$ cat src/hdl/ctl_cfg.svh
// Purpose: Offsets, field positions, reset values and timing counts of the switch controller.
// Assumes: 16-bit serial words, two channels, a 50 MHz pclk.
// Notes: Included by both ends; the package does not include it.
`ifndef CTL_CFG_SVH
`define CTL_CFG_SVH
`define CLK_HZ 50000000
`define WD_TIMEOUT_MS 310
`define IN_IDLE_MS 250
`define WD_CYC (`CLK_HZ / 1000 * `WD_TIMEOUT_MS)
`define IN_CYC (`CLK_HZ / 1000 * `IN_IDLE_MS)
`define RETRY_BASE_CYC 50000
`define INT_DIV_CYC 16
`define SPI_DIV_CYC 8
`define CNT_W 24
// Serial word layout.
`define W_WD 15
`define W_ADDR_HI 14
`define W_ADDR_LO 12
`define W_RD 11
`define W_RSEL_HI 9
`define W_RSEL_LO 8
`define WORD_BITS 5'h10
// Register addresses inside the device.
`define A_DUTY0 3'h0
`define A_DUTY1 3'h1
`define A_CFG0 3'h2
`define A_CFG1 3'h3
`define A_OCR0 3'h4
`define A_OCR1 3'h5
`define A_GCR 3'h6
`define A_RETRY 3'h7
// Read selections.
`define R_STAT 2'h0
`define R_F0 2'h1
`define R_F1 2'h2
`define R_GCR 2'h3
// Field positions.
`define DUTY_ON 8
`define CFG_DIRDIS 3
`define OCR_PRESC 1
`define OCR_CLKINT 0
`define GCR_PWM0 7
`define GCR_PAR 6
`define GCR_CLKF_EN 5
`define GCR_WDDIS 4
`define GCR_OV_EN 3
`define GCR_OLOFF_EN 2
`define GCR_OLON_EN 1
`define GCR_OS_EN 0
`define RT_EN 4
// Reset values.
`define GCR_RST 9'h028
`define OCR_RST 2'h1
`define RETRY_RST 8'h1F
`define DUTY_FULL 8'hFF
`define DLY_SHIFT 5'h00
// Synchroniser slots in the device.
`define SY_SCLK 0
`define SY_CS 1
`define SY_MOSI 2
`define SY_RST 3
`define SY_IN0 4
`define SY_EXT 6
// Host APB offsets.
`define H_CMD 8'h00
`define H_RX 8'h04
`define H_PINS 8'h08
`define H_STAT 8'h0C
`define HOST_EDGES 6'h20
`endif

$ cat src/hdl/ctl_pkg.sv
// Purpose: Types shared by both ends of the switch controller link.
// Assumes: Widths match ctl_cfg.svh; the package uses none of its macros.
// Notes: Each end, switch_ctl and switch_host, keeps all its state in one packed struct.
package ctl_pkg;
  typedef enum logic [2:0] {M_NORMAL = 3'h1, M_FAILSAFE = 3'h2, M_FS_EXIT = 3'h4} mode_t;
  typedef enum logic [2:0] {H_IDLE = 3'h1, H_SHIFT = 3'h2, H_GAP = 3'h4} host_phase_t;
  typedef struct packed {
    mode_t mode;
    logic [6:0] sy1;
    logic [6:0] sy2;
    logic [6:0] prv;
    logic [15:0] rx;
    logic [4:0] bitcnt;
    logic [15:0] tx;
    logic [15:0] reply;
    logic miso;
    logic last_wd;
    logic wd_run;
    logic [23:0] wd_cnt;
    logic [1:0][8:0] duty;
    logic [1:0][3:0] cfg;
    logic [1:0][1:0] ocr;
    logic [8:0] global_config_register;
    logic [7:0] retry;
    logic [1:0][5:0] fault;
    logic st_uv;
    logic st_ov;
    logic st_clk;
    logic por;
    logic [1:0] in_on;
    logic [1:0][23:0] in_cnt;
    logic [1:0] off;
    logic [1:0] latched;
    logic [1:0] blocked;
    logic [1:0][3:0] rcnt;
    logic [1:0][23:0] rtim;
    logic [1:0] fc_prev;
    logic [1:0] fc_hi;
    logic [7:0] div_cnt;
    logic ext_half;
    logic [1:0][7:0] dly;
    logic [1:0][7:0] pcnt;
    logic [1:0] running;
    logic [1:0] hson;
    logic fmode;
    logic fs_n;
    logic fsb_n;
  } dev_state_t;
  typedef struct packed {
    host_phase_t phase;
    logic [2:0] sy1;
    logic [2:0] sy2;
    logic [31:0] prdata;
    logic pready;
    logic pslverr;
    logic [15:0] tx;
    logic [15:0] rx;
    logic [15:0] rxw;
    logic [7:0] div;
    logic [5:0] edges;
    logic sclk;
    logic cs_n;
    logic mosi;
    logic [2:0] pins;
  } host_state_t;
endpackage

$ cat src/hdl/ctl_link_if.sv
// Purpose: Pins between the host controller and the switch device.
// Assumes: Both ends run on the same pclk; the device synchronises anyway.
// Notes: All signals are one-way; no two-way pins.
`timescale 1ns/1ns
`default_nettype none
interface ctl_link_if;
  logic sclk;
  logic cs_n;
  logic mosi;
  logic miso;
  logic reset_pin_n;
  logic [1:0] dir_in;
  logic failsafe_out_n;
  logic fault_status_n;
  modport dev (input sclk, cs_n, mosi, reset_pin_n, dir_in, output miso, failsafe_out_n, fault_status_n);
  modport host (output sclk, cs_n, mosi, reset_pin_n, dir_in, input miso, failsafe_out_n, fault_status_n);
endinterface
`default_nettype wire

$ cat src/hdl/switch_ctl.sv
// Purpose: Mode, fault and PWM control of a two-channel smart output switch.
// Assumes: Fault causes arrive as levels on pclk; link pins are asynchronous.
// Notes: Serial word D15 watchdog bit, D14..D12 address, D11 read, D8..D0 data.
//
// The register offsets and the APB register port were decided locally.
`timescale 1ns/1ns
`default_nettype none
`include "ctl_cfg.svh"
// Operation
// - Watchdog starts on reset pin rising edge.
// - No watchdog bit toggle in timeout enters failsafe.
// - Exit failsafe: D15 word, then second word.
// - Normal entry resets regs, keeps latched fault bits.
// - Enabled faults enter fault mode; defaults apply.
// - Status pin real time; sticky bits until read.
// - Faults switch channel off; supply faults both.
// - Read clears bit only if gone, unlatched.
// - Failsafe: registers reset, inputs control channels.
// - Fault leaving in failsafe keeps latches, releases pin.
// - Latchable fault: off, pin low, bit blocked.
// - Retry turns channel on after programmed interval.
// - Persisting fault after retries latches channel.
// - Delatch by 1-0-1 control or retry reset.
// - Control signal is inputs-activity or enable bit.
// - Host holds input low or toggles enable.
// - Delatch during retry turns channel on.
// - Power-on and failsafe entry delatch channels.
// - Per-channel PWM, internal or external clock.
// - Duty code n gives (n+1)/256 on-time.
// - Switch-on delay is code times 32 periods.
// - Host sets PWM enable after duty, delay.
// - Input idle past timeout drops activity flag.
// - Channel target combines input, enable and PWM.
module switch_ctl import ctl_pkg::*; #(
  parameter int WD_CYC = `WD_CYC,
  parameter int IN_CYC = `IN_CYC,
  parameter int RETRY_BASE = `RETRY_BASE_CYC,
  parameter int INT_DIV = `INT_DIV_CYC
) (
  input wire logic pclk, // System clock.
  input wire logic presetn, // Asynchronous reset, active low.
  ctl_link_if.dev link, // Serial link and status pins.
  input wire logic vdd_ok, // Logic supply present.
  input wire logic ext_clk_pin, // External PWM clock pin.
  input wire logic [1:0] overcurrent_fault, // Overcurrent per channel.
  input wire logic [1:0] short_circuit_fault, // Severe short per channel.
  input wire logic [1:0] overtemp_fault, // Overtemperature per channel.
  input wire logic [1:0] short_to_supply, // Output shorted to supply.
  input wire logic [1:0] open_load_on, // Open load in on state.
  input wire logic [1:0] open_load_off, // Open load in off state.
  input wire logic undervoltage_fault, // Supply undervoltage.
  input wire logic overvoltage, // Supply overvoltage.
  input wire logic ext_clock_fail, // External clock out of range.
  output logic [1:0] hson, // Channel on commands.
  output logic fault_mode // Device is in fault mode.
);
  localparam logic [23:0] WD_LIM = 24'(WD_CYC);
  localparam logic [23:0] IN_LIM = 24'(IN_CYC);
  localparam logic [7:0] DIV_LIM = 8'(INT_DIV - 1);
  dev_state_t s;
  dev_state_t n;

  // Outputs come straight from the state flops.
  assign link.miso = s.miso;
  assign link.failsafe_out_n = s.fs_n;
  assign link.fault_status_n = s.fsb_n;
  assign hson = s.hson;
  assign fault_mode = s.fmode;

  // Next-state logic for the whole device.
  always_comb begin
    logic [6:0] sy;
    logic sclk_rise, sclk_fall, cs_fall, cs_rise, word_done, rst_rise, wd_flip, wd_to;
    logic [15:0] w;
    logic to_fs, to_norm, rd_ok, wr_ok, retry_rst, ovf, clkf, int_tick, ext_rise;
    logic [1:0][5:0] c;
    logic [1:0][5:0] clr;
    logic [1:0] lf, fc, dl, tick, pen, pout, tgt;
    logic [2:0] st_clr;
    logic [23:0] rt_lim;
    n = s;
    sy = s.sy2;
    w = s.rx;
    c = '0;
    clr = '0;
    lf = '0;
    fc = '0;
    dl = '0;
    tick = '0;
    pen = '0;
    pout = '0;
    tgt = '0;
    st_clr = '0;
    to_fs = 1'b0;
    to_norm = 1'b0;
    retry_rst = 1'b0;
    word_done = 1'b0;
    rst_rise = 1'b0;
    wd_flip = 1'b0;
    wd_to = 1'b0;
    rd_ok = 1'b0;
    wr_ok = 1'b0;
    int_tick = 1'b0;
    rt_lim = '0;
    n.sy1 = {ext_clk_pin, link.dir_in, link.reset_pin_n, link.mosi, link.cs_n, link.sclk};
    n.sy2 = s.sy1;
    n.prv = s.sy2;
    sclk_rise = sy[`SY_SCLK] & ~s.prv[`SY_SCLK];
    sclk_fall = ~sy[`SY_SCLK] & s.prv[`SY_SCLK];
    cs_fall = ~sy[`SY_CS] & s.prv[`SY_CS];
    cs_rise = sy[`SY_CS] & ~s.prv[`SY_CS];
    ext_rise = sy[`SY_EXT] & ~s.prv[`SY_EXT];
    ovf = overvoltage & s.global_config_register[`GCR_OV_EN];
    clkf = ext_clock_fail & s.global_config_register[`GCR_CLKF_EN];

    // Serial shifter: sample on rising sclk, shift reply out on falling sclk.
    if (cs_fall) begin
      n.bitcnt = '0;
      n.tx = s.reply;
      n.miso = s.reply[15];
    end else if (!sy[`SY_CS] && sclk_rise) begin
      n.rx = {s.rx[14:0], sy[`SY_MOSI]};
      n.bitcnt = s.bitcnt + 5'h01;
    end else if (!sy[`SY_CS] && sclk_fall) begin
      n.tx = {s.tx[14:0], 1'b0};
      n.miso = s.tx[14];
    end
    word_done = cs_rise & (s.bitcnt == `WORD_BITS);

    // Watchdog runs from a reset-pin rise and restarts on each toggle of D15.
    rst_rise = sy[`SY_RST] & ~s.prv[`SY_RST];
    if (!sy[`SY_RST]) begin
      n.wd_run = 1'b0;
    end else if (rst_rise && vdd_ok) begin
      n.wd_run = 1'b1;
    end
    wd_flip = word_done & (w[`W_WD] != s.last_wd);
    if (word_done) begin
      n.last_wd = w[`W_WD];
    end
    if (wd_flip || rst_rise || (!s.wd_run && s.mode == M_NORMAL)) begin
      n.wd_cnt = '0;
    end else if (s.wd_cnt != WD_LIM) begin
      n.wd_cnt = s.wd_cnt + 24'h000001;
    end
    wd_to = s.wd_run & (s.wd_cnt == WD_LIM) & ~s.global_config_register[`GCR_WDDIS];

    // Operating mode: normal, failsafe, and the wait for the second word.
    case (s.mode)
      M_NORMAL: begin
        if (wd_to) begin
          to_fs = 1'b1;
        end
      end
      M_FAILSAFE: begin
        if (word_done && w[`W_WD]) begin
          n.mode = M_FS_EXIT;
          n.wd_cnt = '0;
        end
      end
      M_FS_EXIT: begin
        if (word_done) begin
          to_norm = 1'b1;
        end else if (s.wd_cnt == WD_LIM) begin
          n.mode = M_FAILSAFE;
        end
      end
      default: begin
        to_fs = 1'b1;
      end
    endcase
    if (to_fs) begin
      n.mode = M_FAILSAFE;
    end
    if (to_norm) begin
      n.mode = M_NORMAL;
    end

    // Register access only in normal mode; reads clear what has gone away.
    rd_ok = word_done & w[`W_RD] & (s.mode == M_NORMAL) & ~to_fs;
    wr_ok = word_done & ~w[`W_RD] & (s.mode == M_NORMAL) & ~to_fs;
    if (rd_ok) begin
      case (w[`W_RSEL_HI:`W_RSEL_LO])
        `R_STAT: begin
          n.reply = {6'h00, s.fsb_n, s.latched, s.fmode, ~s.fs_n, 1'b1, s.st_clk, s.st_ov, s.st_uv, s.por};
          st_clr = {~clkf, ~ovf, ~undervoltage_fault};
          n.por = 1'b0;
        end
        `R_F0: begin
          n.reply = {10'h000, s.fault[0]};
          clr[0] = 6'h3F;
        end
        `R_F1: begin
          n.reply = {10'h000, s.fault[1]};
          clr[1] = 6'h3F;
        end
        default: begin
          n.reply = {7'h00, s.global_config_register};
        end
      endcase
    end
    if (wr_ok) begin
      case (w[`W_ADDR_HI:`W_ADDR_LO])
        `A_DUTY0: n.duty[0] = w[8:0];
        `A_DUTY1: n.duty[1] = w[8:0];
        `A_CFG0: n.cfg[0] = w[3:0];
        `A_CFG1: n.cfg[1] = w[3:0];
        `A_OCR0: n.ocr[0] = w[7:6];
        `A_OCR1: n.ocr[1] = w[7:6];
        `A_GCR: n.global_config_register = w[8:0];
        default: begin
          n.retry = w[7:0];
          retry_rst = w[`RT_EN];
        end
      endcase
    end

    // Mode changes reset the register contents but keep the parallel bit.
    if (to_fs || to_norm) begin
      n.duty = '0;
      n.cfg = '0;
      n.ocr = {2{`OCR_RST}};
      n.global_config_register = `GCR_RST | (s.global_config_register & (9'h001 << `GCR_PAR));
      n.retry = `RETRY_RST;
      n.st_uv = 1'b0;
      n.st_ov = 1'b0;
      n.st_clk = 1'b0;
    end

    // Internal PWM clock from a divider; external one optionally halved.
    int_tick = (s.div_cnt == DIV_LIM);
    n.div_cnt = int_tick ? 8'h00 : s.div_cnt + 8'h01;
    if (ext_rise) begin
      n.ext_half = ~s.ext_half;
    end

    // Per-channel fault handling, retry, delatch and PWM.
    rt_lim = 24'(RETRY_BASE * (int'(s.retry[7:5]) + 1));
    for (int i = 0; i < 2; i++) begin
      c[i] = {open_load_off[i] & s.global_config_register[`GCR_OLOFF_EN], open_load_on[i] & s.global_config_register[`GCR_OLON_EN],
              short_to_supply[i] & s.global_config_register[`GCR_OS_EN], overtemp_fault[i], short_circuit_fault[i],
              overcurrent_fault[i]};
      lf[i] = overcurrent_fault[i] | short_circuit_fault[i] | overtemp_fault[i] | undervoltage_fault;
      // Input activity flag drops after an idle input stays low too long.
      if (sy[`SY_IN0 + i] != s.prv[`SY_IN0 + i]) begin
        n.in_cnt[i] = '0;
      end else if (s.in_cnt[i] != IN_LIM) begin
        n.in_cnt[i] = s.in_cnt[i] + 24'h000001;
      end
      n.in_on[i] = sy[`SY_IN0 + i] | (s.in_cnt[i] != IN_LIM);
      fc[i] = (s.in_on[i] & ~s.cfg[i][`CFG_DIRDIS]) | s.duty[i][`DUTY_ON];
      n.fc_prev[i] = fc[i];
      n.fc_hi[i] = s.fc_hi[i] | fc[i];
      dl[i] = (fc[i] & ~s.fc_prev[i] & s.fc_hi[i]) | (retry_rst & s.retry[`RT_EN]);
      if (to_fs) begin
        n.latched[i] = 1'b0;
        n.off[i] = 1'b0;
        n.blocked[i] = 1'b0;
        n.rcnt[i] = '0;
      end else if (dl[i] && s.latched[i] && !lf[i]) begin
        n.latched[i] = 1'b0;
        n.off[i] = 1'b0;
        n.blocked[i] = 1'b0;
        n.rcnt[i] = '0;
      end else if (dl[i] && !s.latched[i] && s.off[i]) begin
        n.off[i] = 1'b0;
        n.blocked[i] = 1'b0;
      end else if (lf[i] && !s.off[i] && !s.latched[i]) begin
        n.off[i] = 1'b1;
        n.blocked[i] = 1'b1;
        n.rtim[i] = '0;
      end else if (s.off[i] && !s.latched[i] && s.retry[`RT_EN]) begin
        if (s.rtim[i] < rt_lim) begin
          n.rtim[i] = s.rtim[i] + 24'h000001;
        end else if (s.rcnt[i] == s.retry[3:0] && lf[i]) begin
          n.latched[i] = 1'b1;
        end else begin
          n.off[i] = 1'b0;
          n.blocked[i] = 1'b0;
          n.rtim[i] = '0;
          if (s.rcnt[i] != s.retry[3:0]) begin
            n.rcnt[i] = s.rcnt[i] + 4'h1;
          end
        end
      end
      // Sticky bits: set wins over the clear by a read.
      if (to_norm && !s.latched[i]) begin
        n.fault[i] = '0;
      end else if (to_fs) begin
        n.fault[i] = '0;
      end else begin
        n.fault[i] = s.fault[i] & ~(clr[i] & ~c[i] & {3'b111, {3{~s.latched[i] & ~s.blocked[i]}}});
      end
      n.fault[i] = n.fault[i] | c[i];
      // PWM module: staggered start, then an 8-bit duty counter.
      pen[i] = s.global_config_register[`GCR_PWM0 + i] & ~(clkf & ~s.ocr[i][`OCR_CLKINT]);
      tick[i] = s.ocr[i][`OCR_CLKINT] ? int_tick : ext_rise & (~s.ocr[i][`OCR_PRESC] | s.ext_half);
      if (!pen[i]) begin
        n.running[i] = 1'b0;
        n.dly[i] = '0;
      end else if (tick[i] && !s.running[i]) begin
        if (s.dly[i] == {s.cfg[i][2:0], `DLY_SHIFT}) begin
          n.running[i] = 1'b1;
          n.pcnt[i] = '0;
        end else begin
          n.dly[i] = s.dly[i] + 8'h01;
        end
      end else if (tick[i]) begin
        n.pcnt[i] = s.pcnt[i] + 8'h01;
      end
      pout[i] = s.running[i] & ((s.duty[i][7:0] == `DUTY_FULL) | (s.pcnt[i] <= s.duty[i][7:0]));
      if (s.mode != M_NORMAL) begin
        tgt[i] = sy[`SY_IN0 + i];
      end else begin
        tgt[i] = (sy[`SY_IN0 + i] & s.cfg[i][`CFG_DIRDIS]) | (s.duty[i][`DUTY_ON] & pout[i] & pen[i])
                 | (s.duty[i][`DUTY_ON] & ~pen[i]);
      end
      n.hson[i] = tgt[i] & ~n.off[i] & ~n.latched[i] & ~undervoltage_fault & ~ovf;
    end

    // Global sticky bits and the status pins.
    n.st_uv = (n.st_uv & ~st_clr[0]) | undervoltage_fault;
    n.st_ov = (n.st_ov & ~st_clr[1]) | ovf;
    n.st_clk = (n.st_clk & ~st_clr[2]) | clkf;
    n.fmode = (|lf) | (|c) | ovf | clkf;
    n.fsb_n = ~(n.fmode | (|n.latched));
    n.fs_n = (n.mode == M_NORMAL);
  end

  // State register; power-on sets the power-up flag and clears latches.
  always_ff @(posedge pclk or negedge presetn) begin
    if (!presetn) begin
      s <= '0;
      s.mode <= M_NORMAL;
      s.sy1 <= 7'h02;
      s.sy2 <= 7'h02;
      s.prv <= 7'h02;
      s.ocr <= {2{`OCR_RST}};
      s.global_config_register <= `GCR_RST;
      s.retry <= `RETRY_RST;
      s.por <= 1'b1;
      s.fs_n <= 1'b1;
      s.fsb_n <= 1'b1;
    end else begin
      s <= n;
    end
  end
endmodule
`default_nettype wire

$ cat src/flat_wrapper.sv
// flat-port wrapper written by rule: the top's interface ports become plain ports
module switch_ctl_flat import ctl_pkg::*;
#(
  parameter int WD_CYC = `WD_CYC,
  parameter int IN_CYC = `IN_CYC,
  parameter int RETRY_BASE = `RETRY_BASE_CYC,
  parameter int INT_DIV = `INT_DIV_CYC
)
  (pclk, presetn, vdd_ok, ext_clk_pin, overcurrent_fault, short_circuit_fault, overtemp_fault, short_to_supply, open_load_on, open_load_off, undervoltage_fault, overvoltage, ext_clock_fail, hson, fault_mode, link_sclk, link_cs_n, link_mosi, link_reset_pin_n, link_dir_in, link_miso, link_failsafe_out_n, link_fault_status_n);
  ctl_link_if link_i ();
  input wire logic pclk;
  input wire logic presetn;
  input wire logic vdd_ok;
  input wire logic ext_clk_pin;
  input wire logic [1:0] overcurrent_fault;
  input wire logic [1:0] short_circuit_fault;
  input wire logic [1:0] overtemp_fault;
  input wire logic [1:0] short_to_supply;
  input wire logic [1:0] open_load_on;
  input wire logic [1:0] open_load_off;
  input wire logic undervoltage_fault;
  input wire logic overvoltage;
  input wire logic ext_clock_fail;
  output logic [1:0] hson;
  output logic fault_mode;
  input wire logic [$bits(link_i.sclk)-1:0] link_sclk;
  input wire logic [$bits(link_i.cs_n)-1:0] link_cs_n;
  input wire logic [$bits(link_i.mosi)-1:0] link_mosi;
  input wire logic [$bits(link_i.reset_pin_n)-1:0] link_reset_pin_n;
  input wire logic [$bits(link_i.dir_in)-1:0] link_dir_in;
  output wire logic [$bits(link_i.miso)-1:0] link_miso;
  output wire logic [$bits(link_i.failsafe_out_n)-1:0] link_failsafe_out_n;
  output wire logic [$bits(link_i.fault_status_n)-1:0] link_fault_status_n;
  assign link_i.sclk = link_sclk;
  assign link_i.cs_n = link_cs_n;
  assign link_i.mosi = link_mosi;
  assign link_i.reset_pin_n = link_reset_pin_n;
  assign link_i.dir_in = link_dir_in;
  assign link_miso = link_i.miso;
  assign link_failsafe_out_n = link_i.failsafe_out_n;
  assign link_fault_status_n = link_i.fault_status_n;
  switch_ctl #(.WD_CYC(WD_CYC), .IN_CYC(IN_CYC), .RETRY_BASE(RETRY_BASE), .INT_DIV(INT_DIV)) u_core (.pclk(pclk), .presetn(presetn), .link(link_i), .vdd_ok(vdd_ok), .ext_clk_pin(ext_clk_pin), .overcurrent_fault(overcurrent_fault), .short_circuit_fault(short_circuit_fault), .overtemp_fault(overtemp_fault), .short_to_supply(short_to_supply), .open_load_on(open_load_on), .open_load_off(open_load_off), .undervoltage_fault(undervoltage_fault), .overvoltage(overvoltage), .ext_clock_fail(ext_clock_fail), .hson(hson), .fault_mode(fault_mode));
endmodule
$ cat config.mk
export PLATFORM = sky130hd
export DESIGN_NAME = switch_ctl_flat
export DESIGN_NICKNAME = d
export VERILOG_FILES = /design/src/hdl/ctl_pkg.sv /design/src/hdl/ctl_link_if.sv /design/src/hdl/switch_ctl.sv /design/src/flat_wrapper.sv
export VERILOG_INCLUDE_DIRS = /design/src /design/src/hdl
export SDC_FILE = /design/constraint.sdc
export NUM_CORES = 1
export LEC_CHECK = 0
export BUFFER_PORTS_ARGS = -buffer_cell sky130_fd_sc_hd__buf_2
export CAP_MARGIN = 0
export CELL_PAD_IN_SITES_DETAIL_PLACEMENT = 1
export CELL_PAD_IN_SITES_GLOBAL_PLACEMENT = 1
export CORE_ASPECT_RATIO = 1.75
export CORE_MARGIN = 10
export CORE_UTILIZATION = 50
export DETAILED_ROUTE_END_ITERATION = 10
export GPL_ROUTABILITY_DRIVEN = 0
export MAX_ROUTING_LAYER = met4
export PLACE_DENSITY = 0.9
export SETUP_SLACK_MARGIN = 0.15
export SLEW_MARGIN = 25
export SYNTH_ARGS = -nofsm -noshare
export SYNTH_HDL_FRONTEND = slang
export SYNTH_SLANG_ARGS = --single-unit
$ cat constraint.sdc
create_clock -name pclk -period 5.9 [get_ports pclk]
set_input_delay 1.18 -clock pclk [delete_from_list [all_inputs] [get_ports pclk]]
set_output_delay 1.18 -clock pclk [all_outputs]
set_load 0.02 [all_outputs]
# --- Word-level counts from Yosys, hierarchy flattened ---
# Cells that the tools add are included.
# Widths: inputs -> output; s select.
op_classes:
  n_addsub: 14
  multipliers: 1
  n_lt_le_gt_ge: 4
  n_eq_ne: 55
  n_mux: 139
  bitwise: 145
  reduce_logical: 93
ops:
  columns: ["cell", "count"]
  rows:
  - ["$mux 24", 16]
  - ["$add 24x1->24 const B", 5]
  - ["$mux 8", 14]
  - ["$mux 47", 2]
  - ["$mux 4", 18]
  - ["$ne 24x24->1 const B", 3]
  - ["$mux 1", 62]
  - ["$and 1x1->1", 60]
  - ["$lt 24x24->1", 2]
  - ["$not 1->1", 44]
  - ["$add 8x1->8 const B", 5]
  - ["$and 6x6->6", 6]
  - ["$mux 6", 6]
  - ["$ne 3x1->1 const B", 11]
  - ["$mul 13x32->20 const A", 1]
  - ["$mux 16", 2]
  - ["$reduce_bool 2->1", 16]
  - ["$pmux 10 s3", 1]
  - ["$reduce_and 2->1", 15]
  - ["$or 1x1->1", 29]
  - ["$logic_and 1x1->1", 27]
  - ["$mux 9", 3]
  - ["$eq 24x24->1 const B", 1]
  - ["$mux 3", 8]
  - ["other kinds (39)", 94]
totals:
  reg_bits: 330
  word_cells: 503

# --- Depth between registers and ports, before layout ---
# Gate-level depths: netlist (run 1).
depth:
  depth_word: 20
  ltp_mapped: 23
  depth_no_buf: 21

# --- Least setup slack after synthesis (run 1) ---
# OpenSTA, ideal clock, no wires.
synth_path:
  kind: "register -> register"
  start: "register u_core.s[185] (netlist name)"
  end: "register u_core.s[81] (netlist name)"
  setup_time_ns: 0.082
  arrival_ns: 4.982
  t_required_ns: 5.818
  path_slack_ns: 0.835
  path_stages_with_launch: 22
  n_path_buf: 0
  period_less_slack_ns: 5.065
  cell_sequence: "dfrtp_1 > inv_1 > ha_1 > ha_1 > xnor2_1 > ha_1 > a21o_1 > ha_1 > a31o_2 > a21o_1 > a21oi_1 > nor2b_1 > o211ai_1 > xor2_1 > ha_1 > nand2_1 > a21oi_1 > a2111oi_0 > a2bb2oi_2 > a211oi_1 > o21ai_0 > a31oi_1"
synth_via:
  elab_chain_len: 6
  word_cells_on_any_way: 8
  cone_classes: "add/sub (1); mul (1); order compare (1); eq/ne (1); mux (3); reduce/logical (1)"
synth_lines:
  columns: ["element", "line", "text"]
  rows:
  - ["from (decl)", "switch_ctl.sv:60", "dev_state_t s;"]
  - ["from (signal assigned)", "switch_ctl.sv:345", "s <= n;"]
  - ["$add 3x1->4 (*)", "switch_ctl.sv:238", "rt_lim = 24'(RETRY_BASE * (int'(s.retry[7:5]) + 1));"]
  - ["$mul 13x32->20 (*)", "switch_ctl.sv:238", null]
  - ["$lt 24x24->1 (*)", "switch_ctl.sv:273", "if (s.rtim[i] < rt_lim) begin"]
  - ["$mux 24", "switch_ctl.sv:273", null]
  - ["$mux 24", "switch_ctl.sv:272", "end else if (s.off[i] && !s.latched[i] && s.retry[`RT_EN]) begin"]
  - ["$mux 24", "switch_ctl.sv:268", "end else if (lf[i] && !s.off[i] && !s.latched[i]) begin"]
# Every way passes the cells marked *; elsewhere a longest branch is shown, timed or not. The select of a mux whose other input is x is not followed.
# A chain may end at the register's enable or synchronous reset.

# --- Worst setup path after layout (run 1) ---
layout_path:
  start: "register u_core.s[185] (netlist name)"
  end: "register u_core.s[73] (netlist name)"
# The elaborated chain is that of the path after synthesis.

==> results.ini, run 1 <==
[synthesis]
seq_area_frac_synth=0.475
yosys_register_bits=323
postSynthAreaPerCell_um2=9.95
ys.flop_type=dfrtp_1
synth.distinct_cells=76
syn_nets=1825
postSynth.asyncResetShare=1.00
syn_inst=1717
yosys_warnings=0
synthesis.area_um2=17100
synth_edf_count=0

[run]
maxCapViolations=0

[worst_setup_path]
endpoint_kind=flip-flop
cp.required_ns=6.40
arrival_ns=6.09
start_kind=flip-flop
path_max_fanout=10
crit_type=flip-flop to flip-flop
ff2ff_setup_slack_ns=0.31

[grt]
grt_pass1_wl_um=82100
gr-total-overflow=0
grt_max_degree=133
grt_pass1_vias=15500
grt_util_all_layers=0.239
antenna_found_initial=0

[cts]
cts_tree=built
numCtsBuffers=31
cts-htree-levels=1
clockRootBuffer=clkbuf_16
hold_buffers=0
clk_latency_ns=0.61
clk_pin_slew_worst_paths_ns=0.07
clock-sinks=323
cts_setup_buffers=0
clk_path_buf_depth=3

[sta]
setup_viol=0
fin_crit_ns=5.59
fin_worst_skew_ns=0.0279
setup_tns_ns=0
worst_pin_slew_ns=0.971
fin_hold_ws_ns=0.350
max-slew-margin-rel=0.344
hold_violations=0
min_period_over_period=0.948
fmax_mhz=179
slew_violations=0
rsz0062_at_grt=true

[route]
ant_nets=0
vias=14000
wirelength_um=50400
drt_iter0_markers=994
wl_per_cell_um=22.7
via_per_inst=6.32
drt_pass1_iterations=5
drc=0

[floorplan]
num_rows=89
initial_utilization=0.506
die_h_um=264
die_w_um=160
dieArea_um2=42200
core_area_um2=33700
ios=31

[final_layout]
area_growth_syn_to_layout_pct=11.2
multi_input_area_um2=8520
layout-drive-gt1-share=0.104
ff_latch_area_um2=8100
design_area_um2=19000
num-nets-final=1849
fill_cells=3704
final_common_cell=dfrtp_1
antenna_cells=0
fin_util=0.563
layout_common_cells=dfrtp_1, nor2_1, nand2_1, o21ai_0, ha_1

[min_path]
hold_path.class=flip-flop to flip-flop

[placement]
place_hpwl_um=34200
post_dp_cell_area_um2=17700
portBuffers=30

[pwr]
ir_worst_vdd_mv=0.215
power_density_nw_per_um2=284
leakage_nw=8.42

[status]
outcome=finished clean

-- repair_timing --
item                       in CTS  in global routing
setup endpoints to repair       2                 58
hold endpoints to repair        0                  0
resized for setup               2                  9
-- stage by stage --
stage          setup WS [ns]  power [W]  instances
2_1_floorplan          0.835    0.00285       1717
3_3_place_gp           0.375    0.00304       2162
6_report               0.308    0.00540       2220
3_5_place_dp          0.0848    0.00309       2162
5_1_grt                0.123    0.00560       2220
4_1_cts                0.198    0.00541       2219
-- per-layer routing --
metal | global-route usage | wire length, um
met1 | 0.239 | 18100
met4 | 0.120 | 2600
met5 | - | 0
met3 | 0.0301 | 1910
met2 | 0.445 | 27700
-- logic make-up (layout without fill, tap and decap cells) --
kind of cell               Yosys count  in the layout  share of synthesized area
AOI/OAI and AO/OA                  368            368                      0.145
xor gates and xnor gates           113            113                     0.0580
adders and majority gates           83             83                     0.0608
buffers and inverters              132            180                     0.0304
DFF                                323            323                      0.475
muxes                               60             60                     0.0406
and+or+nand+nor                    638            638                      0.191
-- where the power goes --
group | switching (W) | internal (W)
Combinational | 0.000344 | 0.000211
Sequential | 0.000199 | 0.00233
Clock | 0.000938 | 0.00138
Total | 0.00148 | 0.00392
-- sequential cells by signal (all words and copies together), names as in the netlist --
name,count
u_core.s,303
u_core.link.miso,1
u_core.n,14
u_core.hson,2
u_core.fault_mode,1
u_core.link.fault_status_n,1
u_core.link.failsafe_out_n,1
-- worst max-delay path, stage by stage, from the launching register on --
cell	delay, ns
dfrtp_2	0.48
inv_1	0.10
ha_1	0.41
ha_1	0.25
xnor2_1	0.13
ha_1	0.19
a21o_1	0.16
ha_1	0.33
a31o_2	0.25
a21o_1	0.19
a21oi_2	0.27
nor2b_1	0.12
o211ai_1	0.22
xor2_1	0.24
ha_1	0.31
a21o_1	0.19
a211o_1	0.29
o221ai_1	0.32
nand3_2	0.23
a2111oi_1	0.61
a2bb2oi_1	0.22
-- synthesized netlist by cell type, drive strengths merged, types with 9 or more instances --
master / count / share of area
dfrtp: 307 / 0.45
nor2: 153 / 0.034
nand2: 133 / 0.029
o21ai: 92 / 0.027
ha: 83 / 0.061
nand3: 83 / 0.024
inv: 73 / 0.016
a21oi: 70 / 0.021
xor2: 66 / 0.034
xnor2: 47 / 0.024
clkbuf: 44 / 0.0097
a22o: 42 / 0.022
nand4: 42 / 0.015
a31oi: 39 / 0.014
nor3: 35 / 0.011
and3: 33 / 0.012
mux2i: 31 / 0.018
a21o: 26 / 0.011
nand2b: 26 / 0.0095
mux2: 24 / 0.016
nor4: 23 / 0.0092
or3: 22 / 0.0081
a211oi: 19 / 0.0089
and2: 17 / 0.0062
dfstp: 16 / 0.025
buf: 15 / 0.0047
nand3b: 15 / 0.0066
nor2b: 15 / 0.0055
and4: 10 / 0.0051
a2111oi: 9 / 0.0050
o21a: 9 / 0.0040
-- cell type report --
class / instances / area share
well taps: 455 / 0.0300
clock inverters: 18 / 0.0169
flip-flops and latches: 323 / 0.427
clock buffers: 39 / 0.0451
multi-input cells: 1262 / 0.449
inverters: 73 / 0.0144
repair buffers: 50 / 0.0181
-- path summary, 6_finish.rpt --
| path | cells after the start | startpoint | end |
|---|---|---|---|
| min reg2reg | 0 | u_core.n[318] | u_core.n[311] |
| min in group asynchronous | 1 | presetn | u_core.s[141] |
| max in group asynchronous | 3 | presetn | u_core.hson[1] |
| min | 0 | u_core.n[318] | u_core.n[311] |
| max reg2reg | 20 | u_core.s[185] | u_core.s[73] |
| max | 20 | u_core.s[185] | u_core.s[73] |
No activity file was read; power rests on OpenSTA's default activity.
==> run 2, diff against run 1 <==
--- a/config.mk
+++ b/config.mk
@@ -10,7 +10,7 @@
 export CAP_MARGIN = 0
 export CELL_PAD_IN_SITES_DETAIL_PLACEMENT = 1
 export CELL_PAD_IN_SITES_GLOBAL_PLACEMENT = 1
-export CORE_ASPECT_RATIO = 1.75
+export CORE_ASPECT_RATIO = 1.4
 export CORE_MARGIN = 10
 export CORE_UTILIZATION = 50
 export DETAILED_ROUTE_END_ITERATION = 10
==> run 2 against run 1 <==
  * Critical path depth increased by 1
  * Routed wire length grew 1.6%
  * Via count increased by 0.71%
==> results.ini, run 2 (same netlist as run 1, synthesis figures left out) <==
[grt]
grt_max_degree=121  ; -9.0%
grt_pass1_vias=15400  ; -0.45%
grt_util_all_layers=0.250  ; +0.0108
gr-total-overflow=0  ; unchanged
antenna_found_initial=0  ; unchanged
grt_pass1_wl_um=84300  ; +2.7%

[worst_setup_path]
cp.required_ns=6.40  ; about the same
r2r_cells=21  ; +5.0%
timing.rr.end=u_core.s[88]
ff2ff_setup_slack_ns=0.38  ; +0.07 ns
arrival_ns=6.03  ; -0.06 ns
path_buf_inv=1  ; unchanged
path_max_fanout=13  ; +3
cpMostUsedCell=ha_1
crit_slowest_cell=dfrtp_2
start_kind=flip-flop
endpoint_kind=flip-flop
path_cells=inv_1 > ha_1 > ha_1 > xnor2_1 > ha_1 > a21o_1 > ha_1 > a31o_2 > a21o_1 > a21oi_2 > nor2b_1 > o211ai_1 > xor2_1 > ha_1 > nand2_1 > nor2_1 > a22oi_1 > a31oi_2 > a21bo_2 > a2111oi_2 > mux2i_1
reg2reg_from=u_core.s[185]
crit_type=flip-flop to flip-flop
critPathTopFamily=compound AO/OA/AOI/OAI gates
cp_slowest_stage_delay_ns=0.49  ; -0.12 ns

[min_path]
hold_end=u_core.n[311]
hold_path.class=flip-flop to flip-flop
min_path_cells=0  ; unchanged
hold_path.startpoint=u_core.n[318]

[cts]
hold_buffers=0  ; unchanged
clk_latency_ns=0.59  ; -0.02 ns
cts_tree=built
clk_path_buf_depth=3  ; unchanged
clk_pin_slew_worst_paths_ns=0.07  ; about the same
clockRootBuffer=clkbuf_16
numCtsBuffers=31  ; unchanged
clock-sinks=323  ; unchanged
cts-htree-levels=1  ; unchanged

[route]
via_per_inst=6.37  ; +0.80%
wl_per_cell_um=23.1  ; +1.7%
drt_iter0_markers=1141  ; +15%
drt_pass1_iterations=5  ; unchanged
wirelength_um=51200  ; +1.6%
wl_met2_um=26900  ; -2.9%
dr_wl_met3_um=2200  ; +15%
wl_met1_um=19500  ; +7.8%
routed.top_layer=met4
vias=14100  ; +0.71%
drc=0  ; unchanged
ant_nets=0  ; unchanged

[placement]
portBuffers=30  ; unchanged
place_hpwl_um=33300  ; -2.8%

[sta]
fmax_mhz=181  ; +1.2%
min_period_over_period=0.936  ; -0.0113
fin_worst_skew_ns=0.0149  ; -0.0130 ns
max-slew-margin-rel=0.321  ; -0.0227
fin_crit_ns=5.52  ; -0.0668 ns
setup_viol=0  ; unchanged
hold_violations=0  ; unchanged
slew_violations=0  ; unchanged
rsz0062_at_grt=false
worst_pin_slew_ns=1.02  ; +0.0477 ns
setup_tns_ns=0  ; unchanged

[final_layout]
final_common_cell=dfrtp_1
layout-drive-gt1-share=0.105  ; +0.00101
fin_util=0.558  ; -0.00461
ff_latch_area_um2=8100  ; unchanged
fill_cells=3705  ; +0.027%
layout_common_cells=dfrtp_1, nor2_1, nand2_1, o21ai_0, ha_1
regMostFlops=u_core.s
multi_input_area_um2=8540  ; +0.21%
num-nets-final=1850  ; +0.054%
antenna_cells=0  ; unchanged
largest_reg_flops=303  ; unchanged
area_growth_syn_to_layout_pct=10.9

[pwr]
leakage_nw=8.41  ; about the same
power_density_nw_per_um2=281  ; -1.0%
ir_worst_vdd_mv=0.242  ; +12%
power_w=0.00533  ; -1.3%

[floorplan]
initial_utilization=0.503  ; -0.00286
core_area_um2=33900  ; +0.57%
ios=31  ; unchanged
dieArea_um2=42100  ; -0.44%
die_w_um=176  ; +10%
num_rows=80  ; -10%
die_h_um=239  ; -9.8%

[status]
outcome=finished clean

[run]
maxCapViolations=0  ; unchanged

## run 2: cell count changes in the layout (fill, tap and decap cells not counted), sizes merged
cell / delta
clkinvlp: -4
bufinv: -1
clkinv: +3
clkbuf: +3
buf: +1
## run 2: timing repair
action                     4_1_cts  5_1_grt
buffers inserted                 0        3
resized for setup                2       16
setup endpoints to repair        6       60
pin swaps                        0        1
## run 2: worst max-delay path by stage
stage	start	to	slack [ns]	depth (start not counted)
3_5_place_dp	u_core.s[185]	u_core.s[88]	0.02	21
5_1_grt	u_core.s[185]	u_core.s[88]	0.14	21
6_report	u_core.s[185]	u_core.s[88]	0.38	21
2_1_floorplan	u_core.s[185]	u_core.s[81]	0.84	21
3_3_place_gp	u_core.s[185]	u_core.s[88]	0.43	21
4_1_cts	u_core.s[185]	u_core.s[88]	0.05	21
## run 2: power breakdown
part / total [W] / internal, W / switching (W) / leakage (nW)
Clock: 0.00224 / 0.00133 / 0.000909 / 0.556
Combinational: 0.000550 / 0.000211 / 0.000339 / 3.61
Sequential: 0.00254 / 0.00232 / 0.000213 / 4.25
Total: 0.00533 / 0.00387 / 0.00146 / 8.41
## run 2: per-stage QoR
stage	hold WS [ns]	setup WS [ns]	area (um2)	cells
2_1_floorplan	0.331	0.835	17100	1717
3_3_place_gp	0.333	0.430	17700	2157
3_5_place_dp	0.336	0.0207	17700	2157
4_1_cts	0.351	0.0494	18900	2215
5_1_grt	0.355	0.142	18900	2218
6_report	0.348	0.375	18900	2218
## run 2: layer usage
| metal | GRT usage | up-vias |
|---|---|---|
| li1 | - | 6253 |
| met1 | 0.279 | 7298 |
| met2 | 0.440 | 408 |
| met3 | 0.0264 | 163 |
| met4 | 0.115 | 0 |
| met5 | - | - |
## run 2: area by class of cell
type / count / share of cell area
clock inverter: 16 / 0.0138
sequential: 323 / 0.428
tap: 451 / 0.0298
timing repair buffer: 51 / 0.0174
multi-input combinational: 1262 / 0.451
clock buffer: 42 / 0.0458
inverter: 73 / 0.0145
==> run 3, diff against run 2 <==
--- a/config.mk
+++ b/config.mk
@@ -6,13 +6,14 @@
 export SDC_FILE = /design/constraint.sdc
 export NUM_CORES = 1
 export LEC_CHECK = 0
+export ABC_AREA = 1
 export BUFFER_PORTS_ARGS = -buffer_cell sky130_fd_sc_hd__buf_2
 export CAP_MARGIN = 0
 export CELL_PAD_IN_SITES_DETAIL_PLACEMENT = 1
 export CELL_PAD_IN_SITES_GLOBAL_PLACEMENT = 1
 export CORE_ASPECT_RATIO = 1.4
 export CORE_MARGIN = 10
-export CORE_UTILIZATION = 50
+export CORE_UTILIZATION = 48
 export DETAILED_ROUTE_END_ITERATION = 10
 export GPL_ROUTABILITY_DRIVEN = 0
 export MAX_ROUTING_LAYER = met4
==> run 3 against run 2 <==
  * Sequential power shrank 4%
  * Register-to-register slack better by 0.09 ns
  * Synthesized area is 4.3% higher
  * Total power decreased by 2.2%
  * Non-clock buffer count shrank 11
  * Worst setup slack improved by 0.094 ns
  * Largest power group unchanged
  * Final cell count rose by 24%
  * Fmax is 1.7% higher
==> results.ini, run 3 <==
[floorplan]
ios=31  ; unchanged
initial_utilization=0.486  ; -0.0173
core_area_um2=36700  ; +8.0%
die_w_um=183  ; +3.8%
die_h_um=248  ; +3.9%
dieArea_um2=45300  ; +7.8%
num_rows=83  ; +3.8%

[synthesis]
netlist.area_leader.share=0.431  ; -0.0187
yosys-top-cells-area=dfrtp_1, nand2_1, inv_1
ys.flop_type=dfrtp_1
syn_nets=2317  ; +27%
postSynth.asyncResetShare=1.00  ; unchanged
seq_area_frac_synth=0.455  ; -0.0197
yosys_warnings=0  ; unchanged
synth_edf_count=0  ; unchanged
synthesis.area_um2=17800  ; +4.3%
yosysMostFrequentCell=nand2_1
yosys_register_bits=323  ; unchanged
synth_common_cells=nand2_1, dfrtp_1, inv_1, nor2_1, o21ai_0
yosys.area.top_type=dfrtp_1
postSynthAreaPerCell_um2=8.07  ; -19%
synth.distinct_cells=52  ; -32%
syn_inst=2209  ; +29%

[worst_setup_path]
crit_type=flip-flop to flip-flop
start_kind=flip-flop
arrival_ns=5.90  ; -0.13 ns
endpoint_kind=flip-flop
cpMostUsedCell=nand2_1
cp_slowest_stage_delay_ns=0.50  ; about the same
path_max_fanout=24  ; +11
crit_slowest_cell=dfrtp_2
cp.required_ns=6.37  ; -0.03 ns

[final_layout]
fin_util=0.535  ; -0.0227
largest_reg_flops=303  ; unchanged
area_growth_syn_to_layout_pct=10.2
layout-drive-gt1-share=0.0840  ; -0.0212
num-nets-final=2355  ; +27%
regMostFlops=u_core.s
antenna_cells=0  ; unchanged
layout_common_cells=nand2_1, dfrtp_1, inv_1, nor2_1, o21ai_0
final_common_cell=nand2_1

[grt]
grt_util_all_layers=0.240  ; -0.00979
antenna_found_initial=0  ; unchanged
gr-total-overflow=0  ; unchanged
grt_max_degree=105  ; -13%
grt_pass1_vias=17300  ; +12%
grt_pass1_wl_um=87800  ; +4.2%

[status]
outcome=finished clean

[cts]
clk_pin_slew_worst_paths_ns=0.06  ; about the same
clockRootBuffer=clkbuf_16
numCtsBuffers=35  ; +13%
clk_latency_ns=0.54  ; -0.05 ns
cts_setup_buffers=0  ; unchanged
cts-htree-levels=2  ; +1
post_cts_resized=0  ; -2
clk_path_buf_depth=3  ; unchanged
hold_buffers=0  ; unchanged
clock-sinks=323  ; unchanged
cts_tree=built

[sta]
setup_viol=0  ; unchanged
min_period_over_period=0.920  ; -0.0160
rsz0062_at_grt=false
setup_tns_ns=0  ; unchanged
fin_crit_ns=5.43  ; -0.0941 ns
fmax_mhz=184  ; +1.7%
fin_worst_skew_ns=0.0296  ; +0.0147 ns
hold_violations=0  ; unchanged
worst_pin_slew_ns=0.924  ; -0.0949 ns
max-slew-margin-rel=0.382  ; +0.0610
slew_violations=0  ; unchanged

[pwr]
ir_worst_vdd_mv=0.257  ; +6.3%
leakage_nw=9.09  ; +8.0%
power_density_nw_per_um2=266  ; -5.6%

[route]
vias=15800  ; +12%
drt_iter0_markers=941  ; -18%
ant_nets=0  ; unchanged
wirelength_um=53100  ; +3.8%
wl_per_cell_um=19.4  ; -16%
drc=0  ; unchanged
via_per_inst=5.76  ; -9.5%
drt_pass1_iterations=5  ; unchanged

[placement]
portBuffers=30  ; unchanged
place_hpwl_um=36500  ; +9.6%

[run]
maxCapViolations=0  ; unchanged

[min_path]
hold_path.class=flip-flop to flip-flop

## run 3: final timing paths
check,start,to,slack [ns],depth (start not counted)
worst min register to register,u_core.n[314],u_core.n[307],0.35,0
worst max register to register,u_core.s[185],u_core.s[63],0.47,28
max in group asynchronous,presetn,u_core.s[129],3.90,2
worst min-delay path,u_core.n[314],u_core.n[307],0.35,0
worst max-delay path,u_core.s[185],u_core.s[63],0.47,28
min in group asynchronous,presetn,u_core.s[280],0.65,1
## run 3: layer usage
| layer | vias to the layer above | track usage | share of wire |
|---|---|---|---|
| met5 | - | - | 0 |
| met4 | 0 | 0.107 | 0.044 |
| met3 | 173 | 0.0328 | 0.034 |
| met2 | 341 | 0.430 | 0.53 |
| met1 | 7934 | 0.259 | 0.39 |
| li1 | 7339 | - | - |
## run 3: worst max-delay path: cells and delay by family, from the launching register on
| family | cells | cell delay [ns] |
|---|---|---|
| compound gates | 4 | 0.74 |
| xor+xnor | 1 | 0.23 |
| fa+ha+maj | 5 | 1.65 |
| buf+inv | 3 | 0.46 |
| flops | 1 | 0.50 |
| simple gates | 15 | 1.74 |
## run 3: logic make-up after synthesis
group	Yosys count	synth area share
buf+inv	350	0.0789
fa+ha+maj	83	0.0583
flops	323	0.455
xor+xnor	78	0.0383
simple gates	1004	0.249
compound gates	371	0.121
## run 3: area by class of cell
| class | instances | area [um2] |
|---|---|---|
| Sequential cell | 323 | 8100 |
| Fill cell | 4447 | 17000 |
| Tap cell | 467 | 584 |
| Multi-Input combinational cell | 1536 | 8330 |
| Timing Repair Buffer | 40 | 251 |
| Clock inverter | 15 | 206 |
| Clock buffer | 48 | 985 |
| Inverter | 311 | 1170 |
## run 3: report_power, final
part	switching (W)	internal, W	total (W)
Clock	0.000950	0.00136	0.00230
Combinational	0.000309	0.000174	0.000482
Sequential	0.000111	0.00231	0.00243
## run 3: metrics by stage
stage | cell area, um2 | cells | power (W) | setup WS, ns | hold WS, ns
global placement | 18400 | 2677 | 0.00290 | 0.916 | 0.335
CTS | 19600 | 2740 | 0.00525 | 0.311 | 0.355
global route | 19600 | 2740 | 0.00544 | 0.103 | 0.363
floorplan | 17800 | 2209 | 0.00277 | 1.47 | 0.331
detailed placement | 18400 | 2677 | 0.00294 | 0.502 | 0.342
finish | 19600 | 2740 | 0.00521 | 0.469 | 0.350
